--- config.mk ---
export PLATFORM = sky130hd
export DESIGN_NAME = dma_controller
export DESIGN_NICKNAME = d
export VERILOG_FILES = /design/src/design/dma_pkg.sv /design/src/design/dma_priority_pick.sv /design/src/design/dma_controller.sv
export SDC_FILE = /design/constraint.sdc
export NUM_CORES = 2
export LEC_CHECK = 0
export BUFFER_PORTS_ARGS = -buffer_cell sky130_fd_sc_hd__buf_2
export CORE_MARGIN = 2
export CORE_UTILIZATION = 40
export DETAILED_ROUTE_END_ITERATION = 8
export GPL_ROUTABILITY_DRIVEN = 0
export PLACE_DENSITY = 0.56
export SETUP_SLACK_MARGIN = 0.1
export SYNTH_ARGS = -nofsm -noshare
export SYNTH_HDL_FRONTEND = slang
export SYNTH_HIERARCHICAL = 1
export SYNTH_SLANG_ARGS = --single-unit
--- constraint.sdc ---
create_clock -name CLK -period 10.1 [get_ports CLK]
set_input_delay 2.02 -clock CLK [delete_from_list [all_inputs] [get_ports CLK]]
set_output_delay 2.02 -clock CLK [all_outputs]
set_load 0.005 [all_outputs]
--- src/design/dma_pkg.sv ---
// Shared constants, field layouts and carrier types of the DMA controller.
`default_nettype none
package dma_pkg;
    // Number of channels and widths.
    localparam int NUM_CH = 8;
    localparam int CH_W = 3;
    localparam int IRQ_W = 7;
    localparam int NUM_IRQ = 128;
    localparam int CNT_W = 10;
    localparam int ADDR_W = 9;
    // Register index inside a channel; word index = channel * 8 + this.
    localparam logic [2:0] REG_CON = 3'h0;
    localparam logic [2:0] REG_REQ = 3'h1;
    localparam logic [2:0] REG_STA = 3'h2;
    localparam logic [2:0] REG_STB = 3'h3;
    localparam logic [2:0] REG_PAD = 3'h4;
    localparam logic [2:0] REG_CNT = 3'h5;
    // Word indices of the shared status registers.
    localparam logic [6:0] IDX_LAST_ADDR = 7'h40;
    localparam logic [6:0] IDX_COLLISION = 7'h41;
    localparam logic [6:0] IDX_ACTIVITY = 7'h42;
    // Control register field positions and writable mask.
    localparam int CON_ON = 15;
    localparam int CON_SIZE = 14;
    localparam int CON_DIR = 13;
    localparam int CON_HALF = 12;
    localparam int CON_NULL_WRITE_SELECT = 11;
    localparam int CON_ADDRESSING_MODE_FIELD = 4;
    localparam int CON_MODE = 0;
    localparam logic [15:0] CON_MASK = 16'hf833;
    localparam int REQ_FORCE = 15;
    // Addressing and operating mode encodings.
    localparam logic [1:0] ADDRESSING_MODE_FIELD_POSTINC = 2'h0;
    localparam logic [1:0] ADDRESSING_MODE_FIELD_FIXED = 2'h1;
    localparam logic [1:0] ADDRESSING_MODE_FIELD_PERIPH = 2'h2;
    localparam int MODE_ONESHOT = 0;
    localparam int MODE_PINGPONG = 1;
    // Reset values.
    localparam logic [15:0] LAST_ADDR_RST = 16'h0000;
    localparam logic [3:0] LAST_CH_RST = 4'hf;
    localparam logic [15:0] RAM_BASE_DEF = 16'h0000;

    typedef enum logic [1:0] {ST_IDLE, ST_READ, ST_CAPTURE} xfer_state_t;

    // One access strobe with its address and data.
    typedef struct packed {
        logic re;
        logic we;
        logic byte_sel;
        logic [15:0] addr;
        logic [15:0] wdata;
    } bus_req_t;

    // Per-channel registers and progress.
    typedef struct packed {
        logic [15:0] con;
        logic force_req;
        logic [IRQ_W-1:0] request_source_number;
        logic [15:0] sta;
        logic [15:0] stb;
        logic [15:0] pad;
        logic [CNT_W-1:0] cnt;
        logic [CNT_W-1:0] idx;
        logic [15:0] latest;
        logic pp;
        logic pending;
    } chan_t;
endpackage
`default_nettype wire

--- src/design/dma_priority_pick.sv ---
// Fixed-priority picker: the lowest numbered pending channel wins.
`default_nettype none
module dma_priority_pick #(
    parameter int N = 8,
    parameter int W = 3
) (
    input wire logic [N-1:0] pend,
    output logic valid,
    output logic [W-1:0] idx
);
    // Scan downward so the last hit, the lowest number, is kept.
    always_comb begin
        valid = |pend;
        idx = '0;
        for (int i = N - 1; i >= 0; i--) begin
            if (pend[i]) begin
                idx = W'(i);
            end
        end
    end
endmodule // dma_priority_pick
`default_nettype wire

--- src/design/dma_controller.sv ---
// Eight-channel DMA controller with an Avalon-MM register slave.
`default_nettype none
module dma_controller #(
    parameter logic [15:0] RAM_BASE = dma_pkg::RAM_BASE_DEF
) (
    input wire logic CLK,
    input wire logic SYS_RST,
    input wire logic [dma_pkg::ADDR_W-1:0] AV_ADDRESS,
    input wire logic AV_READ,
    input wire logic AV_WRITE,
    input wire logic [31:0] AV_WRITEDATA,
    output logic [31:0] AV_READDATA,
    output logic AV_WAITREQUEST,
    input wire logic [dma_pkg::NUM_IRQ-1:0] IRQ_REQ,
    output dma_pkg::bus_req_t RAM_REQ,
    input wire logic [15:0] RAM_RDATA,
    input wire logic RAM_WCOL,
    output dma_pkg::bus_req_t PER_REQ,
    input wire logic [15:0] PER_RDATA,
    input wire logic [15:0] PER_IND_ADDR,
    input wire logic PER_WCOL,
    output logic [dma_pkg::NUM_CH-1:0] BLOCK_IRQ
);
    typedef struct packed {
        dma_pkg::chan_t [dma_pkg::NUM_CH-1:0] ch;
        dma_pkg::xfer_state_t st;
        logic [dma_pkg::CH_W-1:0] act;
        logic [15:0] last_addr;
        logic [3:0] last_ch;
        logic [dma_pkg::NUM_CH-1:0] ram_coll;
        logic [dma_pkg::NUM_CH-1:0] per_coll;
        logic waitreq;
        logic [31:0] readdata;
        dma_pkg::bus_req_t ram;
        dma_pkg::bus_req_t per;
        logic [dma_pkg::NUM_CH-1:0] blk_irq;
        logic [dma_pkg::NUM_IRQ-1:0] irq_s1;
        logic [dma_pkg::NUM_IRQ-1:0] irq_s2;
        logic [dma_pkg::NUM_IRQ-1:0] irq_s3;
    } state_t;

    state_t s;
    state_t next_s;
    logic [dma_pkg::NUM_CH-1:0] pend;
    logic gnt_valid;
    logic [dma_pkg::CH_W-1:0] gnt;
    dma_pkg::chan_t cur;
    logic blk_end;

    // RAM offset of the element a channel moves next.
    function automatic logic [15:0] elem_offset(input dma_pkg::chan_t c,
            input logic [15:0] ind);
        logic [15:0] base;
        base = c.pp ? c.stb : c.sta;
        case (c.con[dma_pkg::CON_ADDRESSING_MODE_FIELD +: 2])
            dma_pkg::ADDRESSING_MODE_FIELD_POSTINC: elem_offset = base + (c.con[dma_pkg::CON_SIZE]
                ? 16'(c.idx) : {5'h0, c.idx, 1'b0});
            dma_pkg::ADDRESSING_MODE_FIELD_PERIPH: elem_offset = ind;
            default: elem_offset = base;
        endcase
    endfunction

    // Only enabled channels compete for the shared buses.
    always_comb begin
        for (int i = 0; i < dma_pkg::NUM_CH; i++) begin
            pend[i] = s.ch[i].pending && s.ch[i].con[dma_pkg::CON_ON];
        end
    end

    dma_priority_pick #(
        .N(dma_pkg::NUM_CH),
        .W(dma_pkg::CH_W)
    ) u_pick (
        .pend(pend),
        .valid(gnt_valid),
        .idx(gnt)
    );

    assign cur = s.ch[s.act];
    assign blk_end = (s.st == dma_pkg::ST_CAPTURE) && (cur.idx == cur.cnt);

    // Next-state logic: request capture, transfer sequence, then the bus.
    // The bus write comes last so a software set beats a hardware clear.
    always_comb begin
        logic [15:0] off;
        logic [15:0] data;
        logic [15:0] rd;
        logic [6:0] widx;
        logic [2:0] wch;
        logic [dma_pkg::NUM_CH-1:0] edge_hit;
        edge_hit = '0;
        off = '0;
        data = '0;
        rd = '0;
        widx = AV_ADDRESS[dma_pkg::ADDR_W-1:2];
        wch = widx[5:3];
        next_s = s;
        next_s.irq_s1 = IRQ_REQ;
        next_s.irq_s2 = s.irq_s1;
        next_s.irq_s3 = s.irq_s2;
        next_s.ram.re = 1'b0;
        next_s.ram.we = 1'b0;
        next_s.per.re = 1'b0;
        next_s.per.we = 1'b0;
        next_s.blk_irq = '0;

        // A rising request edge or a forced transfer makes a channel pending.
        // A force counts only while no element of its channel is in flight,
        // or one force would be served twice before its bit drops.
        for (int i = 0; i < dma_pkg::NUM_CH; i++) begin
            edge_hit[i] = s.irq_s2[s.ch[i].request_source_number] &&
                !s.irq_s3[s.ch[i].request_source_number];
            if (s.ch[i].con[dma_pkg::CON_ON] && (edge_hit[i] ||
                    (s.ch[i].force_req &&
                    !(s.st != dma_pkg::ST_IDLE && s.act == 3'(i))))) begin
                next_s.ch[i].pending = 1'b1;
            end
        end

        // Collisions are charged to the channel that owns the buses.
        if (RAM_WCOL) begin
            next_s.ram_coll[s.act] = 1'b1;
        end
        if (PER_WCOL) begin
            next_s.per_coll[s.act] = 1'b1;
        end

        // Each element takes three cycles: issue read, wait, write back.
        case (s.st)
            dma_pkg::ST_IDLE: begin
                if (gnt_valid) begin
                    off = elem_offset(s.ch[gnt], PER_IND_ADDR);
                    next_s.act = gnt;
                    next_s.last_ch = {1'b0, gnt};
                    // A fresh request edge in the grant cycle stays pending.
                    next_s.ch[gnt].pending = edge_hit[gnt];
                    next_s.ch[gnt].latest = off;
                    next_s.last_addr = RAM_BASE + off;
                    if (s.ch[gnt].con[dma_pkg::CON_DIR]) begin
                        next_s.ram.re = 1'b1;
                        next_s.ram.addr = RAM_BASE + off;
                        next_s.ram.byte_sel = s.ch[gnt].con[dma_pkg::CON_SIZE];
                    end else begin
                        next_s.per.re = 1'b1;
                        next_s.per.addr = s.ch[gnt].pad;
                        next_s.per.byte_sel = s.ch[gnt].con[dma_pkg::CON_SIZE];
                    end
                    next_s.st = dma_pkg::ST_READ;
                end
            end
            dma_pkg::ST_READ: begin
                next_s.st = dma_pkg::ST_CAPTURE;
            end
            dma_pkg::ST_CAPTURE: begin
                data = cur.con[dma_pkg::CON_DIR] ? RAM_RDATA : PER_RDATA;
                if (cur.con[dma_pkg::CON_DIR]) begin
                    next_s.per.we = 1'b1;
                    next_s.per.addr = cur.pad;
                    next_s.per.wdata = data;
                    next_s.per.byte_sel = cur.con[dma_pkg::CON_SIZE];
                end else begin
                    next_s.ram.we = 1'b1;
                    next_s.ram.addr = s.last_addr;
                    next_s.ram.wdata = data;
                    next_s.ram.byte_sel = cur.con[dma_pkg::CON_SIZE];
                    // Null write pokes the peripheral with zero as well.
                    if (cur.con[dma_pkg::CON_NULL_WRITE_SELECT]) begin
                        next_s.per.we = 1'b1;
                        next_s.per.addr = cur.pad;
                        next_s.per.wdata = '0;
                        next_s.per.byte_sel = cur.con[dma_pkg::CON_SIZE];
                    end
                end
                next_s.ch[s.act].force_req = 1'b0;
                if (cur.con[dma_pkg::CON_HALF] && cur.idx == (cur.cnt >> 1)) begin
                    next_s.blk_irq[s.act] = 1'b1;
                end
                if (blk_end) begin
                    next_s.ch[s.act].idx = '0;
                    if (!cur.con[dma_pkg::CON_HALF]) begin
                        next_s.blk_irq[s.act] = 1'b1;
                    end
                    if (cur.con[dma_pkg::CON_MODE + dma_pkg::MODE_PINGPONG]) begin
                        next_s.ch[s.act].pp = !cur.pp;
                    end
                    // One-shot ping-pong stops once both buffers are done.
                    if (cur.con[dma_pkg::CON_MODE + dma_pkg::MODE_ONESHOT] &&
                            (!cur.con[dma_pkg::CON_MODE + dma_pkg::MODE_PINGPONG]
                            || cur.pp)) begin
                        next_s.ch[s.act].con[dma_pkg::CON_ON] = 1'b0;
                    end
                end else begin
                    next_s.ch[s.act].idx = cur.idx + 10'h001;
                end
                next_s.st = dma_pkg::ST_IDLE;
            end
            default: begin
                next_s.st = dma_pkg::ST_IDLE;
            end
        endcase

        // Register read multiplexer; unmapped words read as zero.
        if (widx[6] == 1'b0) begin
            case (widx[2:0])
                dma_pkg::REG_CON: rd = s.ch[wch].con;
                dma_pkg::REG_REQ: rd = {s.ch[wch].force_req, 8'h00,
                    s.ch[wch].request_source_number};
                dma_pkg::REG_STA: rd = s.ch[wch].latest;
                dma_pkg::REG_STB: rd = s.ch[wch].latest;
                dma_pkg::REG_PAD: rd = s.ch[wch].pad;
                dma_pkg::REG_CNT: rd = {6'h00, s.ch[wch].cnt};
                default: rd = '0;
            endcase
        end else begin
            case (widx)
                dma_pkg::IDX_LAST_ADDR: rd = s.last_addr;
                dma_pkg::IDX_COLLISION: rd = {s.per_coll, s.ram_coll};
                dma_pkg::IDX_ACTIVITY: rd = {4'h0, s.last_ch,
                    s.ch[7].pp, s.ch[6].pp, s.ch[5].pp, s.ch[4].pp,
                    s.ch[3].pp, s.ch[2].pp, s.ch[1].pp, s.ch[0].pp};
                default: rd = '0;
            endcase
        end

        // Every access is answered one cycle after it is first seen.
        next_s.waitreq = 1'b1;
        if ((AV_READ || AV_WRITE) && s.waitreq) begin
            next_s.waitreq = 1'b0;
            next_s.readdata = {16'h0000, rd};
        end

        // A write lands at the edge where waitrequest is seen low.
        // Offsets, address and count are not guarded while enabled.
        if (AV_WRITE && !s.waitreq && widx[6] == 1'b0) begin
            case (widx[2:0])
                dma_pkg::REG_CON: begin
                    next_s.ch[wch].con = AV_WRITEDATA[15:0] & dma_pkg::CON_MASK;
                    if (!s.ch[wch].con[dma_pkg::CON_ON] &&
                            AV_WRITEDATA[dma_pkg::CON_ON]) begin
                        next_s.ch[wch].idx = '0;
                        next_s.ch[wch].pp = 1'b0;
                        next_s.ch[wch].pending = 1'b0;
                    end
                end
                dma_pkg::REG_REQ: begin
                    next_s.ch[wch].request_source_number = AV_WRITEDATA[dma_pkg::IRQ_W-1:0];
                    if (AV_WRITEDATA[dma_pkg::REQ_FORCE]) begin
                        next_s.ch[wch].force_req = 1'b1;
                    end
                end
                dma_pkg::REG_STA: next_s.ch[wch].sta = AV_WRITEDATA[15:0];
                dma_pkg::REG_STB: next_s.ch[wch].stb = AV_WRITEDATA[15:0];
                dma_pkg::REG_PAD: next_s.ch[wch].pad = AV_WRITEDATA[15:0];
                dma_pkg::REG_CNT: next_s.ch[wch].cnt =
                    AV_WRITEDATA[dma_pkg::CNT_W-1:0];
                default: begin
                end
            endcase
        end
    end

    // State register for all eight channels and the shared status.
    always_ff @(posedge CLK) begin
        if (SYS_RST) begin
            s <= '0;
            s.waitreq <= 1'b1;
            s.last_addr <= dma_pkg::LAST_ADDR_RST;
            s.last_ch <= dma_pkg::LAST_CH_RST;
        end else begin
            s <= next_s;
        end
    end

    assign AV_READDATA = s.readdata;
    assign AV_WAITREQUEST = s.waitreq;
    assign RAM_REQ = s.ram;
    assign PER_REQ = s.per;
    assign BLOCK_IRQ = s.blk_irq;
endmodule // dma_controller
`default_nettype wire

==> reports/summary.json <==
{
  "run_status": {
    "run_status": "finished with violations",
    "failed_checks": "max-capacitance violations, max-slew violations"
  },
  "clocking": {
    "tritoncts_clock_tree": "built",
    "clkTransAtPathRegs_ps": 60,
    "h-tree-depth": 4,
    "cts_made_buffers": 155,
    "clk_latency_ps": 830,
    "cts-resized-gates": 0,
    "cts_hold_repair.buffers": 0,
    "cts_setup_buffers": 0,
    "clock-sinks": 1400,
    "clockBufferDepth": 3,
    "ctsRootBufferMaster": "sky130_fd_sc_hd__clkbuf_16"
  },
  "sta": {
    "fmaxAchievable_mhz": 142.7,
    "final_critical_path_setup_slack_ps": 3094,
    "timing.final.setup_violations": 0,
    "min_period_over_period_pct": 69.36,
    "worst_hold_slack_ps": 431.3,
    "rsz0062_at_grt": "no",
    "fin_hold_viols": 0,
    "final-max-slew-violation-count": 4,
    "setup_tns_ps": 0,
    "fin_crit_ps": 7006,
    "timing.clock.skew_ps": 29.34,
    "slew-limit-headroom_pct": -8.299,
    "pin_slew_with_the_least_headroom_to_its_limit_ps": 1584
  },
  "detailed_routing": {
    "route.detailed.vias_per_inst": 6.428,
    "wl_per_cell_um": 29.16,
    "starting_drc_count_in_detailed_routing": 9852,
    "detailed_route_wl_um": 303300,
    "drt_pass1_iterations": 9,
    "drc_errors_left": 0,
    "via_count": 66866,
    "ant_nets": 0
  },
  "floorplan": {
    "io_pins": 334,
    "chip_width_um": 425.3,
    "initial_core_util_pct": 40.27,
    "floorplan.die.height_um": 425.3,
    "rows": 154,
    "floorplan.die_area_um2": 180900,
    "design.core.area_um2": 176300
  },
  "critical_path": {
    "critical_path_required_ps": 10840,
    "startpoint_type": "flip-flop",
    "worst_ep_arrival_time_ps": 7750,
    "timing.critical_path.fanout_max": 35,
    "worst_r2r_startpoint": "s[1415]$_SDFF_PP0_",
    "endpoint_kind": "flip-flop",
    "worst_setup_path_startpoint": "s[1415]$_SDFF_PP0_",
    "timing_worst_setup_path_type": "reg2reg"
  },
  "logic_synthesis": {
    "synth_top_cells_by_count": "sky130_fd_sc_hd__dfxtp_1, sky130_fd_sc_hd__nand2_1, sky130_fd_sc_hd__a21oi_1",
    "yosys_register_bits": 1400,
    "async_s_r_ff_share_synth_pct": 0,
    "seq_area_frac_synth_pct": 39.47,
    "synthMuxAreaShare_pct": 13.44,
    "synth-main-ff-cell": "sky130_fd_sc_hd__dfxtp_1",
    "synth_top_cell_area_share_pct": 39.47,
    "synth-adder-area-share_pct": 0.2397,
    "synth_simple_gate_area_share_pct": 19.47,
    "synthesis.area_um2": 71000,
    "post_synthesis_compound_gate_area_fraction_pct": 21.13,
    "synth_edf_count": 0,
    "syn-instance-count": 8135,
    "synthDistinctLibCells": 97,
    "yosys_warnings": 6,
    "post-synth-top-count-cell": "sky130_fd_sc_hd__dfxtp_1",
    "synth_top_cell_by_area": "sky130_fd_sc_hd__dfxtp_1",
    "main_combinational_cell_family_by_area_after_synthesis": "compound AO/OA/AOI/OAI gates",
    "synthXorXnorAreaFrac_pct": 0.4688,
    "netlist_top_cells_area": "sky130_fd_sc_hd__dfxtp_1, sky130_fd_sc_hd__mux4_2, sky130_fd_sc_hd__a21oi_1, sky130_fd_sc_hd__nand2_1, sky130_fd_sc_hd__mux2i_1",
    "synthesis.area_per_instance_um2": 8.728
  },
  "min_path": {
    "min-delay-path-class": "reg2reg",
    "min-delay-start": "next_s[150]$_SDFF_PP0_"
  },
  "placed_design": {
    "dpl.hpwl_um": 193000,
    "placed_cell_area_um2": 73200,
    "io_buffers": 299,
    "dpl.cell_count": 10126,
    "detailedPlace.worstSlack_ps": 3314
  },
  "layout": {
    "register_area_um2": 28050,
    "fin_nets": 8179,
    "final.fill_count": 17290,
    "multi_input_comb_area_um2": 39180,
    "drive_above_1_share_pct": 14.39,
    "area_growth_syn_to_layout_pct": 10.47,
    "post_layout_nonfiller_instances": 10402,
    "fin_area_um2": 78430
  },
  "global_route": {
    "overflow": 0,
    "global_route.usage.total_pct": 32.21,
    "grt_start_max_net_pins": 171,
    "grt_pass1_vias": 62215,
    "grt_pass1_wl_um": 433800,
    "antenna_found_initial": 16
  },
  "job": {
    "max-cap-violations": 2
  },
  "power": {
    "p_leak_uw": 0.02534,
    "max-vdd-ir-drop_v": 0.0001560,
    "power-per-cell-area_nw_per_um2": 155.0
  }
}
-- critical path, cell delays in order, from the launching register on --
cell	delay, ps
sky130_fd_sc_hd__dfxtp_1	400
sky130_fd_sc_hd__and2_1	220
sky130_fd_sc_hd__a21oi_1	100
sky130_fd_sc_hd__o41ai_2	260
sky130_fd_sc_hd__buf_4	390
sky130_fd_sc_hd__buf_4	620
sky130_fd_sc_hd__buf_4	670
sky130_fd_sc_hd__mux4_2	330
sky130_fd_sc_hd__nor2b_1	120
sky130_fd_sc_hd__a211oi_1	60
sky130_fd_sc_hd__a21oi_1	960
sky130_fd_sc_hd__ha_1	450
sky130_fd_sc_hd__and3_1	190
sky130_fd_sc_hd__a21oi_1	170
sky130_fd_sc_hd__a31oi_1	160
sky130_fd_sc_hd__a31o_2	300
sky130_fd_sc_hd__a21o_1	200
sky130_fd_sc_hd__and4b_1	210
sky130_fd_sc_hd__a211oi_2	590
sky130_fd_sc_hd__a221oi_1	190
sky130_fd_sc_hd__nor3_1	200
-- flip-flops by register name (all words and copies together) (netlist names) --
name	count
AV_WAITREQUEST	1
AV_READDATA	16
RAM_REQ	35
PER_REQ	35
BLOCK_IRQ	8
next_s	256
s	1049
-- cell type report --
type | instances | share of cell area [%]
flip-flops and latches | 1400 | 35.76
inverters | 30 | 0.1500
repair buffers | 478 | 3.730
clock buffers | 219 | 5.835
diodes | 5 | 0.01595
well taps | 2340 | 3.733
multi-input cells | 5878 | 49.95
clock inverters | 52 | 0.8247
-- metal layers --
layer / share of wire [%] / global-route usage (%) / up-vias
met5: 0.039 / 0 / -
met4: 7.4 / 20.64 / 18
met3: 13 / 10.19 / 1163
met2: 42 / 46.88 / 4715
met1: 38 / 41.06 / 32077
li1: - / - / 28893
-- cell usage in the layout, fill, tap and decap left out, types with 131 or more instances in the layout --
| master | n |
|---|---|
| sky130_fd_sc_hd__buf_2 | 298 |
| sky130_fd_sc_hd__a21oi_1 | 859 |
| sky130_fd_sc_hd__clkbuf_16 | 161 |
| sky130_fd_sc_hd__nand2_1 | 986 |
| sky130_fd_sc_hd__a22oi_1 | 313 |
| sky130_fd_sc_hd__o22ai_1 | 131 |
| sky130_fd_sc_hd__nand2b_1 | 241 |
| sky130_fd_sc_hd__o21ai_0 | 398 |
| sky130_fd_sc_hd__mux4_2 | 246 |
| sky130_fd_sc_hd__nor2_1 | 507 |
| sky130_fd_sc_hd__dfxtp_1 | 1388 |
| sky130_fd_sc_hd__mux2i_1 | 316 |
| sky130_fd_sc_hd__nor2b_1 | 482 |
| sky130_fd_sc_hd__buf_4 | 173 |
-- final timing paths --
path / end / slack [ps] / cells past startpoint
worst min-delay path: next_s[22]$_SDFF_PP0_ / 430 / 1
worst max register to register: RAM_REQ[28]$_SDFFE_PP0P_ / 3090 / 20
worst min register to register: next_s[22]$_SDFF_PP0_ / 430 / 1
worst max-delay path: RAM_REQ[28]$_SDFFE_PP0P_ / 3090 / 20
-- cell families after synthesis --
group / count (synthesis)
adders and majority gates: 13
xor gates and xnor gates: 38
and+or+nand+nor: 2807
buffers and inverters: 872
muxes: 636
AOI/OAI and AO/OA: 2368
other: 1
DFF: 1400
-- per-stage QoR --
stage / util [%] / total power, uW
2_1_floorplan: - / 6139
5_1_grt: 44.48 / 12480
4_1_cts: 44.48 / 12200
6_report: 44.49 / 12150
3_5_place_dp: 41.52 / 6391
3_3_place_gp: 41.52 / 6384
-- report_power, final --
group          switching, uW  total, uW  internal, uW  leakage (uW)
Sequential              50.9       5650          5600        0.0114
Combinational            451        641           190        0.0114
Clock                   2400       5860          3460       0.00258
Total                   2900      12200          9250        0.0253
Power figures use the tool's default switching activity.
